$ cat src/verilog/pmgr_pkg.sv
package pmgr_pkg;

  // printed offsets are register indices; byte address is index * 4
  localparam logic [23:0] CTRL_IDX = 24'hfffc60;
  localparam logic [23:0] STAT_IDX = 24'hfffc62;
  localparam logic [23:0] CRC_IDX = 24'hfffc40;
  localparam logic [31:0] CTRL_ADDR = {6'h00, CTRL_IDX, 2'h0};
  localparam logic [31:0] STAT_ADDR = {6'h00, STAT_IDX, 2'h0};
  localparam logic [31:0] CRC_ADDR = {6'h00, CRC_IDX, 2'h0};

  // power_mode_control fields
  localparam int PSM_BIT = 0;
  localparam int IDLE_BIT = 1;
  localparam int HALT_BIT = 2;
  localparam int WBPSM_BIT = 3;
  localparam int MAIN_OSC_DISABLE_BIT = 4;
  localparam int PLL_DISABLE_LOWPOWER_BIT = 5;
  localparam int OSC_GATE_ON_SLEEP_BIT = 6;
  localparam int PLL_GATE_ON_SLEEP_BIT = 7;
  localparam logic [7:0] CTRL_RST = 8'h00;

  // clock_reset_control fields
  localparam int SLOW_SEL_BIT = 0;
  localparam int FAST_SEL_BIT = 1;
  localparam int PLL_POWER_DOWN_BIT = 2;
  localparam int AUX1_EN_BIT = 3;
  localparam int AUX2_EN_BIT = 4;
  localparam logic [7:0] CRC_RST = 8'h06;

  // power_mode_status fields
  localparam int LOW_OSC_STABLE_BIT = 0;
  localparam int MAIN_OSC_STABLE_BIT = 1;
  localparam int PLL_STABLE_BIT = 2;

  localparam logic [1:0] RESP_OKAY = 2'h0;
  localparam logic [1:0] RESP_SLVERR = 2'h2;

  typedef enum logic [2:0] {
    MODE_ACTIVE = 3'b000,
    MODE_PSAVE = 3'b001,
    MODE_IDLE = 3'b010,
    MODE_HALT = 3'b011,
    MODE_WAKE = 3'b100
  } pmgr_mode_t;

  typedef enum logic [1:0] {
    SYS_MAIN = 2'b00,
    SYS_PLL = 2'b01,
    SYS_SLOW = 2'b10,
    SYS_NONE = 2'b11
  } pmgr_sys_src_t;

  typedef struct packed {
    logic main_osc_en;
    logic pll_en;
    pmgr_sys_src_t sys_src;
    logic slow_run;
    logic slow_from_low_osc;
    logic timer_clk_en;
    logic aux1_en;
    logic aux2_en;
    logic link_on_aux1;
  } pmgr_clk_t;

  localparam pmgr_clk_t CLK_RST = '{
    main_osc_en: 1'b1, pll_en: 1'b0, sys_src: SYS_MAIN, slow_run: 1'b1,
    slow_from_low_osc: 1'b0, timer_clk_en: 1'b1, aux1_en: 1'b0, aux2_en: 1'b0,
    link_on_aux1: 1'b0};

endpackage : pmgr_pkg

$ cat src/verilog/pmgr_power_mode_manager.sv
`timescale 1ns/1ns
// Summary of operation
// - four modes: active, power save, idle, halt, each with own clocking
// - any reset leaves the device in active mode
// - active: main oscillator runs, timer/watchdog on slow clock
// - active: system clock from pll or main clock; pll may be off
// - wait stalls the cpu until an interrupt arrives
// - slow clock from low oscillator or divided main clock
// - low-frequency oscillator runs in every mode
// - power save: slow clock is the system clock
// - auxiliary clocks run in low power only while main clock runs
// - link controller runs on low clock or auxiliary clock 1
// - idle: system clock stopped, manager and timer stay on slow clock
// - halt: all clocks stopped, oscillator and pll off
// - halt: timer counters stop, all state retained
// - link controller sleep is reported to the gating logic
// - low power and link asleep: gating bits stop oscillator and pll
// - disable bits stop oscillator/pll in low power, over gating
// - active and halt ignore disable and gating bits
// - pll power-down stops pll in every mode, not the oscillator
// - control at index fffc60, status at index fffc62
// - reset clears every power_mode_control bit; clock_reset_control resets to 06
// - no low-power entry while low oscillator is unstable
module pmgr_power_mode_manager (
  input wire logic clk_i,
  input wire logic rst_b_i,
  input wire logic [31:0] s_axi_awaddr_i,
  input wire logic s_axi_awvalid_i,
  output logic s_axi_awready_o,
  input wire logic [31:0] s_axi_wdata_i,
  input wire logic [3:0] s_axi_wstrb_i,
  input wire logic s_axi_wvalid_i,
  output logic s_axi_wready_o,
  output logic [1:0] s_axi_bresp_o,
  output logic s_axi_bvalid_o,
  input wire logic s_axi_bready_i,
  input wire logic [31:0] s_axi_araddr_i,
  input wire logic s_axi_arvalid_i,
  output logic s_axi_arready_o,
  output logic [31:0] s_axi_rdata_o,
  output logic [1:0] s_axi_rresp_o,
  output logic s_axi_rvalid_o,
  input wire logic s_axi_rready_i,
  input wire logic wait_exec_i,
  input wire logic wakeup_i,
  input wire logic low_osc_stable_i,
  input wire logic main_osc_stable_i,
  input wire logic pll_stable_i,
  input wire logic link_sleep_i,
  output logic cpu_stall_o,
  output pmgr_pkg::pmgr_mode_t mode_o,
  output pmgr_pkg::pmgr_clk_t clk_ctl_o
);

  // write channel holding
  logic aw_full;
  logic w_full;
  logic [31:0] aw_addr;
  logic [7:0] w_byte;
  logic w_lane;
  logic next_aw_full;
  logic next_w_full;
  logic next_rvalid;

  // control state
  logic wbpsm;
  logic main_osc_disable;
  logic pll_disable_lowpower;
  logic osc_gate_on_sleep;
  logic pll_gate_on_sleep;
  logic req_psm;
  logic req_idle;
  logic req_halt;
  logic slow_sel;
  logic fast_sel;
  logic pll_power_down;
  logic aux1_en;
  logic aux2_en;
  pmgr_pkg::pmgr_mode_t next_mode;
  pmgr_pkg::pmgr_clk_t next_clk;

  // bus decode
  wire aw_take = s_axi_awvalid_i & s_axi_awready_o;
  wire w_take = s_axi_wvalid_i & s_axi_wready_o;
  wire do_wr = aw_full & w_full & ~s_axi_bvalid_o;
  wire ar_take = s_axi_arvalid_i & s_axi_arready_o;
  wire wr_ctrl = aw_addr == pmgr_pkg::CTRL_ADDR;
  wire wr_stat = aw_addr == pmgr_pkg::STAT_ADDR;
  wire wr_crc = aw_addr == pmgr_pkg::CRC_ADDR;
  wire wr_hit = wr_ctrl | wr_stat | wr_crc;
  wire rd_ctrl = s_axi_araddr_i == pmgr_pkg::CTRL_ADDR;
  wire rd_stat = s_axi_araddr_i == pmgr_pkg::STAT_ADDR;
  wire rd_crc = s_axi_araddr_i == pmgr_pkg::CRC_ADDR;
  wire rd_hit = rd_ctrl | rd_stat | rd_crc;
  wire ctrl_we = do_wr & wr_ctrl & w_lane;
  wire crc_we = do_wr & wr_crc & w_lane;

  // mode views
  wire in_active = mode_o == pmgr_pkg::MODE_ACTIVE;
  wire in_psave = mode_o == pmgr_pkg::MODE_PSAVE;
  wire in_idle = mode_o == pmgr_pkg::MODE_IDLE;
  wire in_halt = mode_o == pmgr_pkg::MODE_HALT;
  wire lowpwr = in_psave | in_idle;
  wire entering_active = next_mode == pmgr_pkg::MODE_ACTIVE & ~in_active;

  // software leaving a low-power mode by clearing its bit
  wire psm_clr = ctrl_we & in_psave & ~w_byte[pmgr_pkg::PSM_BIT];
  wire idle_clr = ctrl_we & in_idle & ~w_byte[pmgr_pkg::IDLE_BIT];

  // entry needs a stable low oscillator
  wire lp_ok = low_osc_stable_i & ~wakeup_i;
  wire go_halt = lp_ok & req_halt & wbpsm & wait_exec_i;
  wire go_idle = lp_ok & req_idle & wbpsm & wait_exec_i;
  // without wbpsm power save starts at once
  wire go_psave = lp_ok & req_psm & (~wbpsm | wait_exec_i);
  // pll counts as ready when it is held off
  wire pll_ok = pll_stable_i | pll_power_down;

  // disable bits dominate, gating only adds
  wire osc_off_lp = main_osc_disable | (osc_gate_on_sleep & link_sleep_i);
  wire pll_off_lp = pll_disable_lowpower | (pll_gate_on_sleep & link_sleep_i);

  wire [7:0] ctrl_rd = {
    pll_gate_on_sleep, osc_gate_on_sleep, pll_disable_lowpower,
    main_osc_disable, wbpsm, in_halt, in_idle, in_psave};
  wire [7:0] stat_rd = {5'h00, pll_stable_i | ~clk_ctl_o.pll_en,
    main_osc_stable_i, low_osc_stable_i};
  wire [7:0] crc_rd = {3'h0, aux2_en, aux1_en, pll_power_down, fast_sel,
    slow_sel};
  wire [7:0] rd_byte = rd_ctrl ? ctrl_rd : rd_stat ? stat_rd : rd_crc ? crc_rd : 8'h00;

  assign next_aw_full = (aw_full & ~do_wr) | aw_take;
  assign next_w_full = (w_full & ~do_wr) | w_take;
  assign next_rvalid = ar_take | (s_axi_rvalid_o & ~s_axi_rready_i);

  // address and data are taken in either order, one write in flight
  always_ff @(posedge clk_i) begin
    if (!rst_b_i) begin
      aw_full <= 1'b0;
      w_full <= 1'b0;
      aw_addr <= 32'h0000_0000;
      w_byte <= 8'h00;
      w_lane <= 1'b0;
      s_axi_awready_o <= 1'b0;
      s_axi_wready_o <= 1'b0;
    end else begin
      aw_full <= next_aw_full;
      w_full <= next_w_full;
      s_axi_awready_o <= ~next_aw_full;
      s_axi_wready_o <= ~next_w_full;
      if (aw_take) begin
        aw_addr <= s_axi_awaddr_i;
      end
      if (w_take) begin
        w_byte <= s_axi_wdata_i[7:0];
        w_lane <= s_axi_wstrb_i[0];
      end
    end
  end

  always_ff @(posedge clk_i) begin
    if (!rst_b_i) begin
      s_axi_bvalid_o <= 1'b0;
      s_axi_bresp_o <= pmgr_pkg::RESP_OKAY;
    end else if (do_wr) begin
      s_axi_bvalid_o <= 1'b1;
      s_axi_bresp_o <= wr_hit ? pmgr_pkg::RESP_OKAY : pmgr_pkg::RESP_SLVERR;
    end else if (s_axi_bready_i) begin
      s_axi_bvalid_o <= 1'b0;
    end
  end

  always_ff @(posedge clk_i) begin
    if (!rst_b_i) begin
      s_axi_rvalid_o <= 1'b0;
      s_axi_arready_o <= 1'b0;
      s_axi_rdata_o <= 32'h0000_0000;
      s_axi_rresp_o <= pmgr_pkg::RESP_OKAY;
    end else begin
      s_axi_rvalid_o <= next_rvalid;
      s_axi_arready_o <= ~next_rvalid;
      if (ar_take) begin
        s_axi_rdata_o <= {24'h00_0000, rd_byte};
        s_axi_rresp_o <= rd_hit ? pmgr_pkg::RESP_OKAY : pmgr_pkg::RESP_SLVERR;
      end
    end
  end

  // control register; wakeup clears after the software write
  always_ff @(posedge clk_i) begin
    if (!rst_b_i) begin
      wbpsm <= pmgr_pkg::CTRL_RST[pmgr_pkg::WBPSM_BIT];
      main_osc_disable <= pmgr_pkg::CTRL_RST[pmgr_pkg::MAIN_OSC_DISABLE_BIT];
      pll_disable_lowpower <= pmgr_pkg::CTRL_RST[pmgr_pkg::PLL_DISABLE_LOWPOWER_BIT];
      osc_gate_on_sleep <= pmgr_pkg::CTRL_RST[pmgr_pkg::OSC_GATE_ON_SLEEP_BIT];
      pll_gate_on_sleep <= pmgr_pkg::CTRL_RST[pmgr_pkg::PLL_GATE_ON_SLEEP_BIT];
      req_psm <= pmgr_pkg::CTRL_RST[pmgr_pkg::PSM_BIT];
      req_idle <= pmgr_pkg::CTRL_RST[pmgr_pkg::IDLE_BIT];
      req_halt <= pmgr_pkg::CTRL_RST[pmgr_pkg::HALT_BIT];
    end else begin
      if (ctrl_we) begin
        wbpsm <= w_byte[pmgr_pkg::WBPSM_BIT];
        main_osc_disable <= w_byte[pmgr_pkg::MAIN_OSC_DISABLE_BIT];
        pll_disable_lowpower <= w_byte[pmgr_pkg::PLL_DISABLE_LOWPOWER_BIT];
        osc_gate_on_sleep <= w_byte[pmgr_pkg::OSC_GATE_ON_SLEEP_BIT];
        pll_gate_on_sleep <= w_byte[pmgr_pkg::PLL_GATE_ON_SLEEP_BIT];
        req_psm <= w_byte[pmgr_pkg::PSM_BIT] & ~in_psave;
        req_idle <= w_byte[pmgr_pkg::IDLE_BIT] & ~in_idle;
        req_halt <= w_byte[pmgr_pkg::HALT_BIT];
      end
      // a request is spent once its mode is reached
      if (next_mode == pmgr_pkg::MODE_PSAVE) begin
        req_psm <= 1'b0;
      end
      if (next_mode == pmgr_pkg::MODE_IDLE) begin
        req_idle <= 1'b0;
        req_psm <= 1'b0;
      end
      if (next_mode == pmgr_pkg::MODE_HALT) begin
        req_halt <= 1'b0;
        req_idle <= 1'b0;
        req_psm <= 1'b0;
      end
      if (wakeup_i) begin
        main_osc_disable <= 1'b0;
        pll_disable_lowpower <= 1'b0;
        req_psm <= 1'b0;
        req_idle <= 1'b0;
        req_halt <= 1'b0;
      end
      if (entering_active) begin
        osc_gate_on_sleep <= 1'b0;
        pll_gate_on_sleep <= 1'b0;
      end
    end
  end

  // clock source register; unsafe pll requests are ignored
  always_ff @(posedge clk_i) begin
    if (!rst_b_i) begin
      slow_sel <= pmgr_pkg::CRC_RST[pmgr_pkg::SLOW_SEL_BIT];
      fast_sel <= pmgr_pkg::CRC_RST[pmgr_pkg::FAST_SEL_BIT];
      pll_power_down <= pmgr_pkg::CRC_RST[pmgr_pkg::PLL_POWER_DOWN_BIT];
      aux1_en <= pmgr_pkg::CRC_RST[pmgr_pkg::AUX1_EN_BIT];
      aux2_en <= pmgr_pkg::CRC_RST[pmgr_pkg::AUX2_EN_BIT];
    end else if (crc_we) begin
      slow_sel <= w_byte[pmgr_pkg::SLOW_SEL_BIT];
      aux1_en <= w_byte[pmgr_pkg::AUX1_EN_BIT];
      aux2_en <= w_byte[pmgr_pkg::AUX2_EN_BIT];
      // pll only when powered and stable
      if (w_byte[pmgr_pkg::FAST_SEL_BIT] | (~pll_power_down & pll_stable_i)) begin
        fast_sel <= w_byte[pmgr_pkg::FAST_SEL_BIT];
      end
      if (~w_byte[pmgr_pkg::PLL_POWER_DOWN_BIT] | fast_sel) begin
        pll_power_down <= w_byte[pmgr_pkg::PLL_POWER_DOWN_BIT];
      end
    end
  end

  always_comb begin
    next_mode = mode_o;
    case (mode_o)
      pmgr_pkg::MODE_ACTIVE: begin
        if (go_halt) begin
          next_mode = pmgr_pkg::MODE_HALT;
        end else if (go_idle) begin
          next_mode = pmgr_pkg::MODE_IDLE;
        end else if (go_psave) begin
          next_mode = pmgr_pkg::MODE_PSAVE;
        end
      end
      pmgr_pkg::MODE_PSAVE: begin
        if (wakeup_i | psm_clr) begin
          next_mode = pmgr_pkg::MODE_WAKE;
        end else if (go_halt) begin
          next_mode = pmgr_pkg::MODE_HALT;
        end else if (go_idle) begin
          next_mode = pmgr_pkg::MODE_IDLE;
        end
      end
      pmgr_pkg::MODE_IDLE: begin
        if (wakeup_i | idle_clr) begin
          next_mode = pmgr_pkg::MODE_WAKE;
        end
      end
      pmgr_pkg::MODE_HALT: begin
        if (wakeup_i) begin
          next_mode = pmgr_pkg::MODE_WAKE;
        end
      end
      pmgr_pkg::MODE_WAKE: begin
        // active only with a stable main clock and a stable or powered-down pll
        if (main_osc_stable_i & pll_ok) begin
          next_mode = pmgr_pkg::MODE_ACTIVE;
        end
      end
      default: begin
        next_mode = pmgr_pkg::MODE_ACTIVE;
      end
    endcase
  end

  // clock controls from mode, disables and link sleep
  always_comb begin
    next_clk = pmgr_pkg::CLK_RST;
    // active and halt override the low-power controls
    next_clk.main_osc_en = ~in_halt & ~(lowpwr & osc_off_lp);
    next_clk.pll_en = ~pll_power_down & ~in_halt & ~(lowpwr & pll_off_lp);
    case (mode_o)
      pmgr_pkg::MODE_ACTIVE: begin
        next_clk.sys_src = fast_sel ? pmgr_pkg::SYS_MAIN : pmgr_pkg::SYS_PLL;
      end
      pmgr_pkg::MODE_PSAVE: begin
        next_clk.sys_src = pmgr_pkg::SYS_SLOW;
      end
      pmgr_pkg::MODE_IDLE: begin
        next_clk.sys_src = pmgr_pkg::SYS_NONE;
      end
      pmgr_pkg::MODE_HALT: begin
        next_clk.sys_src = pmgr_pkg::SYS_NONE;
      end
      default: begin
        next_clk.sys_src = pmgr_pkg::SYS_NONE;
      end
    endcase
    // slow clock and timer stop in halt
    next_clk.slow_run = ~in_halt;
    next_clk.timer_clk_en = ~in_halt;
    // low oscillator is never switched off here
    next_clk.slow_from_low_osc = slow_sel;
    next_clk.aux1_en = aux1_en & next_clk.main_osc_en & main_osc_stable_i;
    next_clk.aux2_en = aux2_en & next_clk.main_osc_en & main_osc_stable_i;
    // link falls back to the low clock
    next_clk.link_on_aux1 = next_clk.aux1_en;
  end

  always_ff @(posedge clk_i) begin
    if (!rst_b_i) begin
      mode_o <= pmgr_pkg::MODE_ACTIVE;
      clk_ctl_o <= pmgr_pkg::CLK_RST;
      cpu_stall_o <= 1'b0;
    end else begin
      mode_o <= next_mode;
      clk_ctl_o <= next_clk;
      if (wakeup_i) begin
        cpu_stall_o <= 1'b0;
      end else if (wait_exec_i) begin
        cpu_stall_o <= 1'b1;
      end
    end
  end

endmodule : pmgr_power_mode_manager

$ cat config.mk
export PLATFORM = sky130hd
export DESIGN_NAME = pmgr_power_mode_manager
export DESIGN_NICKNAME = d
export VERILOG_FILES = /design/src/verilog/pmgr_pkg.sv /design/src/verilog/pmgr_power_mode_manager.sv
export SDC_FILE = /design/constraint.sdc
export NUM_CORES = 1
export LEC_CHECK = 0
export BUFFER_PORTS_ARGS = -buffer_cell sky130_fd_sc_hd__buf_4
export CORE_ASPECT_RATIO = 1.4
export CORE_MARGIN = 10
export CORE_UTILIZATION = 45
export DETAILED_ROUTE_END_ITERATION = 6
export PLACE_DENSITY = 0.83
export SLEW_MARGIN = 15
export SYNTH_ARGS = -nofsm -noshare
export SYNTH_HDL_FRONTEND = slang
export SYNTH_SLANG_ARGS = --single-unit
export TNS_END_PERCENT = 20
$ cat constraint.sdc
create_clock -name clk_i -period 2.6 [get_ports clk_i]
set_clock_uncertainty 0.05 [all_clocks]
set_input_delay 0.13 -clock clk_i [delete_from_list [all_inputs] [get_ports clk_i]]
set_output_delay 0.13 -clock clk_i [all_outputs]
set_load 0.05 [all_outputs]
==> impl_metrics.csv <==
group,metric,value,unit
sta,setup_violations,0,
power,powerDensity,626.1,nW/um^2
final_layout,final_cell_mix,"buf_4 (119), nand2_1 (100), dfxtp_1 (83)",
routing,drtIter0Drc,154,
sta,hold_viol,0,
sta,relSlewSlack,62.90,%
clock_network,cts_max_path_buffers,2,
clock_network,cts_buffers,9,
placed_design,dp.cells,633,
run_status,run_status,"completed",
global_route,grt_pass1_wl,16.75,mm
yosys,synth.avg_cell_area,8.670,um^2
routing,routed_wl,10.19,mm
worst_hold_path,whs_path_depth,3,
final_layout,n_antenna_cell,0,
placed_design,gp_congestion,0.8441,
routing,vias_per_cell,5.073,
yosys,ys_ff_latch,83,
sta,tightest_slew,0.5523,ns
power,p_leak,2.137,nW
setup_path,r2r_cells,5,
worst_hold_path,hp-start,"s_axi_wstrb_i[0]",
floorplanning,die_area,12560,um^2
routing,via_count,3358,
final_layout,fin_cells,662,
yosys,netlist-cell-type-count,54,
clock_network,cts.sinks,83,
yosys,synth-edff-count,0,
yosys,synth_area,3797,um^2
sta,fin_crit_sh,87.74,%
global_route,grt_overflow,0,
setup_path,cp_max_fo,7,
sta,rsz0062_at_grt,"no",
setup_path,ff2ff_setup_slack,0.32,ns
placed_design,dp_hpwl,7.815,mm
setup_path,endpoint_kind,"register",
yosys,seq_area_frac_synth,43.76,%
setup_path,critical_path_required,2.78,ns
clock_network,clock_latency,0.34,ns
placed_design,io_buffers,114,
setup_path,start_kind,"register",
routing,drcViolationCount,0,
floorplanning,ios,168,
yosys,ys_top_cells_by_area,"dfxtp_1 (44%), nand2_1 (9.9%), a21boi_0 (8.7%)",
floorplanning,core,8198,um^2
floorplanning,std_cell_rows,39,
clock_network,cts_root_buffer,"clkbuf_16",
routing,drtAntennaViolNets,0,
clock_network,post_cts_buffers,0,
worst_hold_path,whs_endpoint,"w_lane$_SDFFE_PN0P_",
floorplanning,die_h,128.7,um
setup_path,timing.rr.start,"aw_addr[31]$_SDFFE_PN0P_",
routing,routedWlPerCell,15.39,um
setup_path,r2r-end,"pll_gate_on_sleep$_SDFFE_PP0N_",
clock_network,tritoncts,"yes",
final_layout,fillCellCount,719,
global_route,grt_max_degree,55,
final_layout,drive_above_1_share,26.25,%
yosys,synth_top_cell_area_share,43.76,%
clock_network,cts-htree-levels,3,
global_route,antenna_found_initial,0,
final_layout,final_nets,668,
global_route,track_usage,15.99,%
setup_path,setup.worst_path.class,"register to register",
job,drv_cap,0,
yosys,synth_top_area_cell,"dfxtp_1",
setup_path,crit_start,"aw_addr[31]$_SDFFE_PN0P_",
global_route,grt_pass1_vias,3550,
setup_path,arrival,2.46,ns
yosys,yosysWarningCount,0,
clock_network,cts.clk_slew.worst_paths,0.06,ns
power,ir_drop,0.4601,mV
routing,detail_route.first_pass.iterations,4,
floorplanning,die_x,97.64,um
sta,drv_slew,0,
sta,tns,0,ns
yosys,async_reset_ff_share,0,%
final_layout,final_common_cell,"buf_4",
yosys,synthFlopType,"dfxtp_1",
sta,fin_crit,2.281,ns
worst_hold_path,hp-class,"input pin to register",
yosys,netlist_instances,438,
floorplanning,initial_utilization,46.32,%
final_layout,synthToLayoutAreaGrowth,33.94,%
sta,fmax,0.4384,GHz
-- cells by family after synthesis --
family,count (synthesis),synth area share [%]
buf+inv,60,8.995
mux,15,4.020
other cells,1,0.09875
flops,83,43.76
simple gates,188,26.33
compound gates,91,16.80
-- layout make-up --
| class | count | area (um^2) | share of cell area, % |
|---|---|---|---|
| inverters | 9 | 33.78 | 0.6642 |
| clock buffers | 10 | 239.0 | 4.699 |
| multi-input cells | 320 | 1888 | 37.12 |
| well taps | 102 | 127.6 | 2.509 |
| clock inverters | 6 | 112.6 | 2.214 |
| repair buffers | 132 | 1023 | 20.12 |
| flip-flops and latches | 83 | 1662 | 32.67 |
-- Yosys cell counts, types with 3 or more instances --
library cell  instances
a21oi_1              12
o21a_1                3
a211oi_1              3
mux2i_1              13
and4bb_2              4
buf_2                 3
nand3_1               6
nor3_1                3
o21ai_0              11
dfxtp_1              83
clkbuf_1             16
buf_1                 3
nand2b_1              7
nor4_1                3
nor2_1               11
nor2b_1              11
and2_1               18
o41ai_1               3
o311a_1               3
inv_1                 9
nand2_1             100
buf_4                28
a21boi_0             44
-- report_power, final --
group | leakage (nW) | internal (mW) | total [mW] | switching, mW
combinational | 1.29 | 0.153 | 0.376 | 0.223
sequential | 0.674 | 1.31 | 1.34 | 0.0240
clock | 0.173 | 0.965 | 1.47 | 0.506
total | 2.14 | 2.43 | 3.18 | 0.753
-- worst max-delay path, cell delays in order, from the launching register on --
cell,delay (ns)
dfxtp_1,0.31
nor4_1,0.43
nand3_1,0.28
nor4_4,0.48
a21oi_1,0.25
o311a_1,0.37
-- routing by layer --
| metal | GRT usage [%] | vias up | share of wire [%] |
|---|---|---|---|
| met5 | 0 | - | 0 |
| met4 | 6.947 | 0 | 2.5 |
| met3 | 5.303 | 23 | 7.6 |
| met2 | 29.06 | 119 | 52 |
| met1 | 16.41 | 1544 | 38 |
| li1 | - | 1672 | - |
-- timing repair --
item | 4_1_cts | 5_1_grt
hold buffers | 13 | 0
gates resized for setup | 0 | 0
endpoints found under the hold margin | 13 | 0
-- sequential cells by signal (all words and copies together), names as in the netlist, 3 cells and up --
name / count
s_axi_rdata_o: 8
clk_ctl_o: 8
mode_o: 3
w_byte: 8
aw_addr: 32
-- worst max-delay path by stage --
stage	to	slack, ns	cells after the start
2_1_floorplan	osc_gate_on_sleep$_SDFFE_PP0N_	0.47	6
3_3_place_gp	osc_gate_on_sleep$_SDFFE_PP0N_	0.39	5
3_5_place_dp	pll_gate_on_sleep$_SDFFE_PP0N_	0.33	5
4_1_cts	pll_gate_on_sleep$_SDFFE_PP0N_	0.31	5
5_1_grt	pll_gate_on_sleep$_SDFFE_PP0N_	0.17	5
6_report	pll_gate_on_sleep$_SDFFE_PP0N_	0.32	5
-- metrics by stage --
step                      setup WS (ns)  instance area, um^2  util [%]  hold WS, ns  power [mW]
after floorplan                  0.4732                 3891         -       0.1958       1.606
after global placement           0.3896                 4604     56.17       0.3131       1.712
after detailed placement         0.3329                 4604     56.17       0.3309       1.723
after CTS                        0.3136                 5086     62.04    0.0005539       3.202
after global routing             0.1739                 5086     62.04     0.006985       3.286
final                            0.3188                 5086     62.04    0.0007501       3.184
Note: power is estimated with default switching activity, not from simulation.
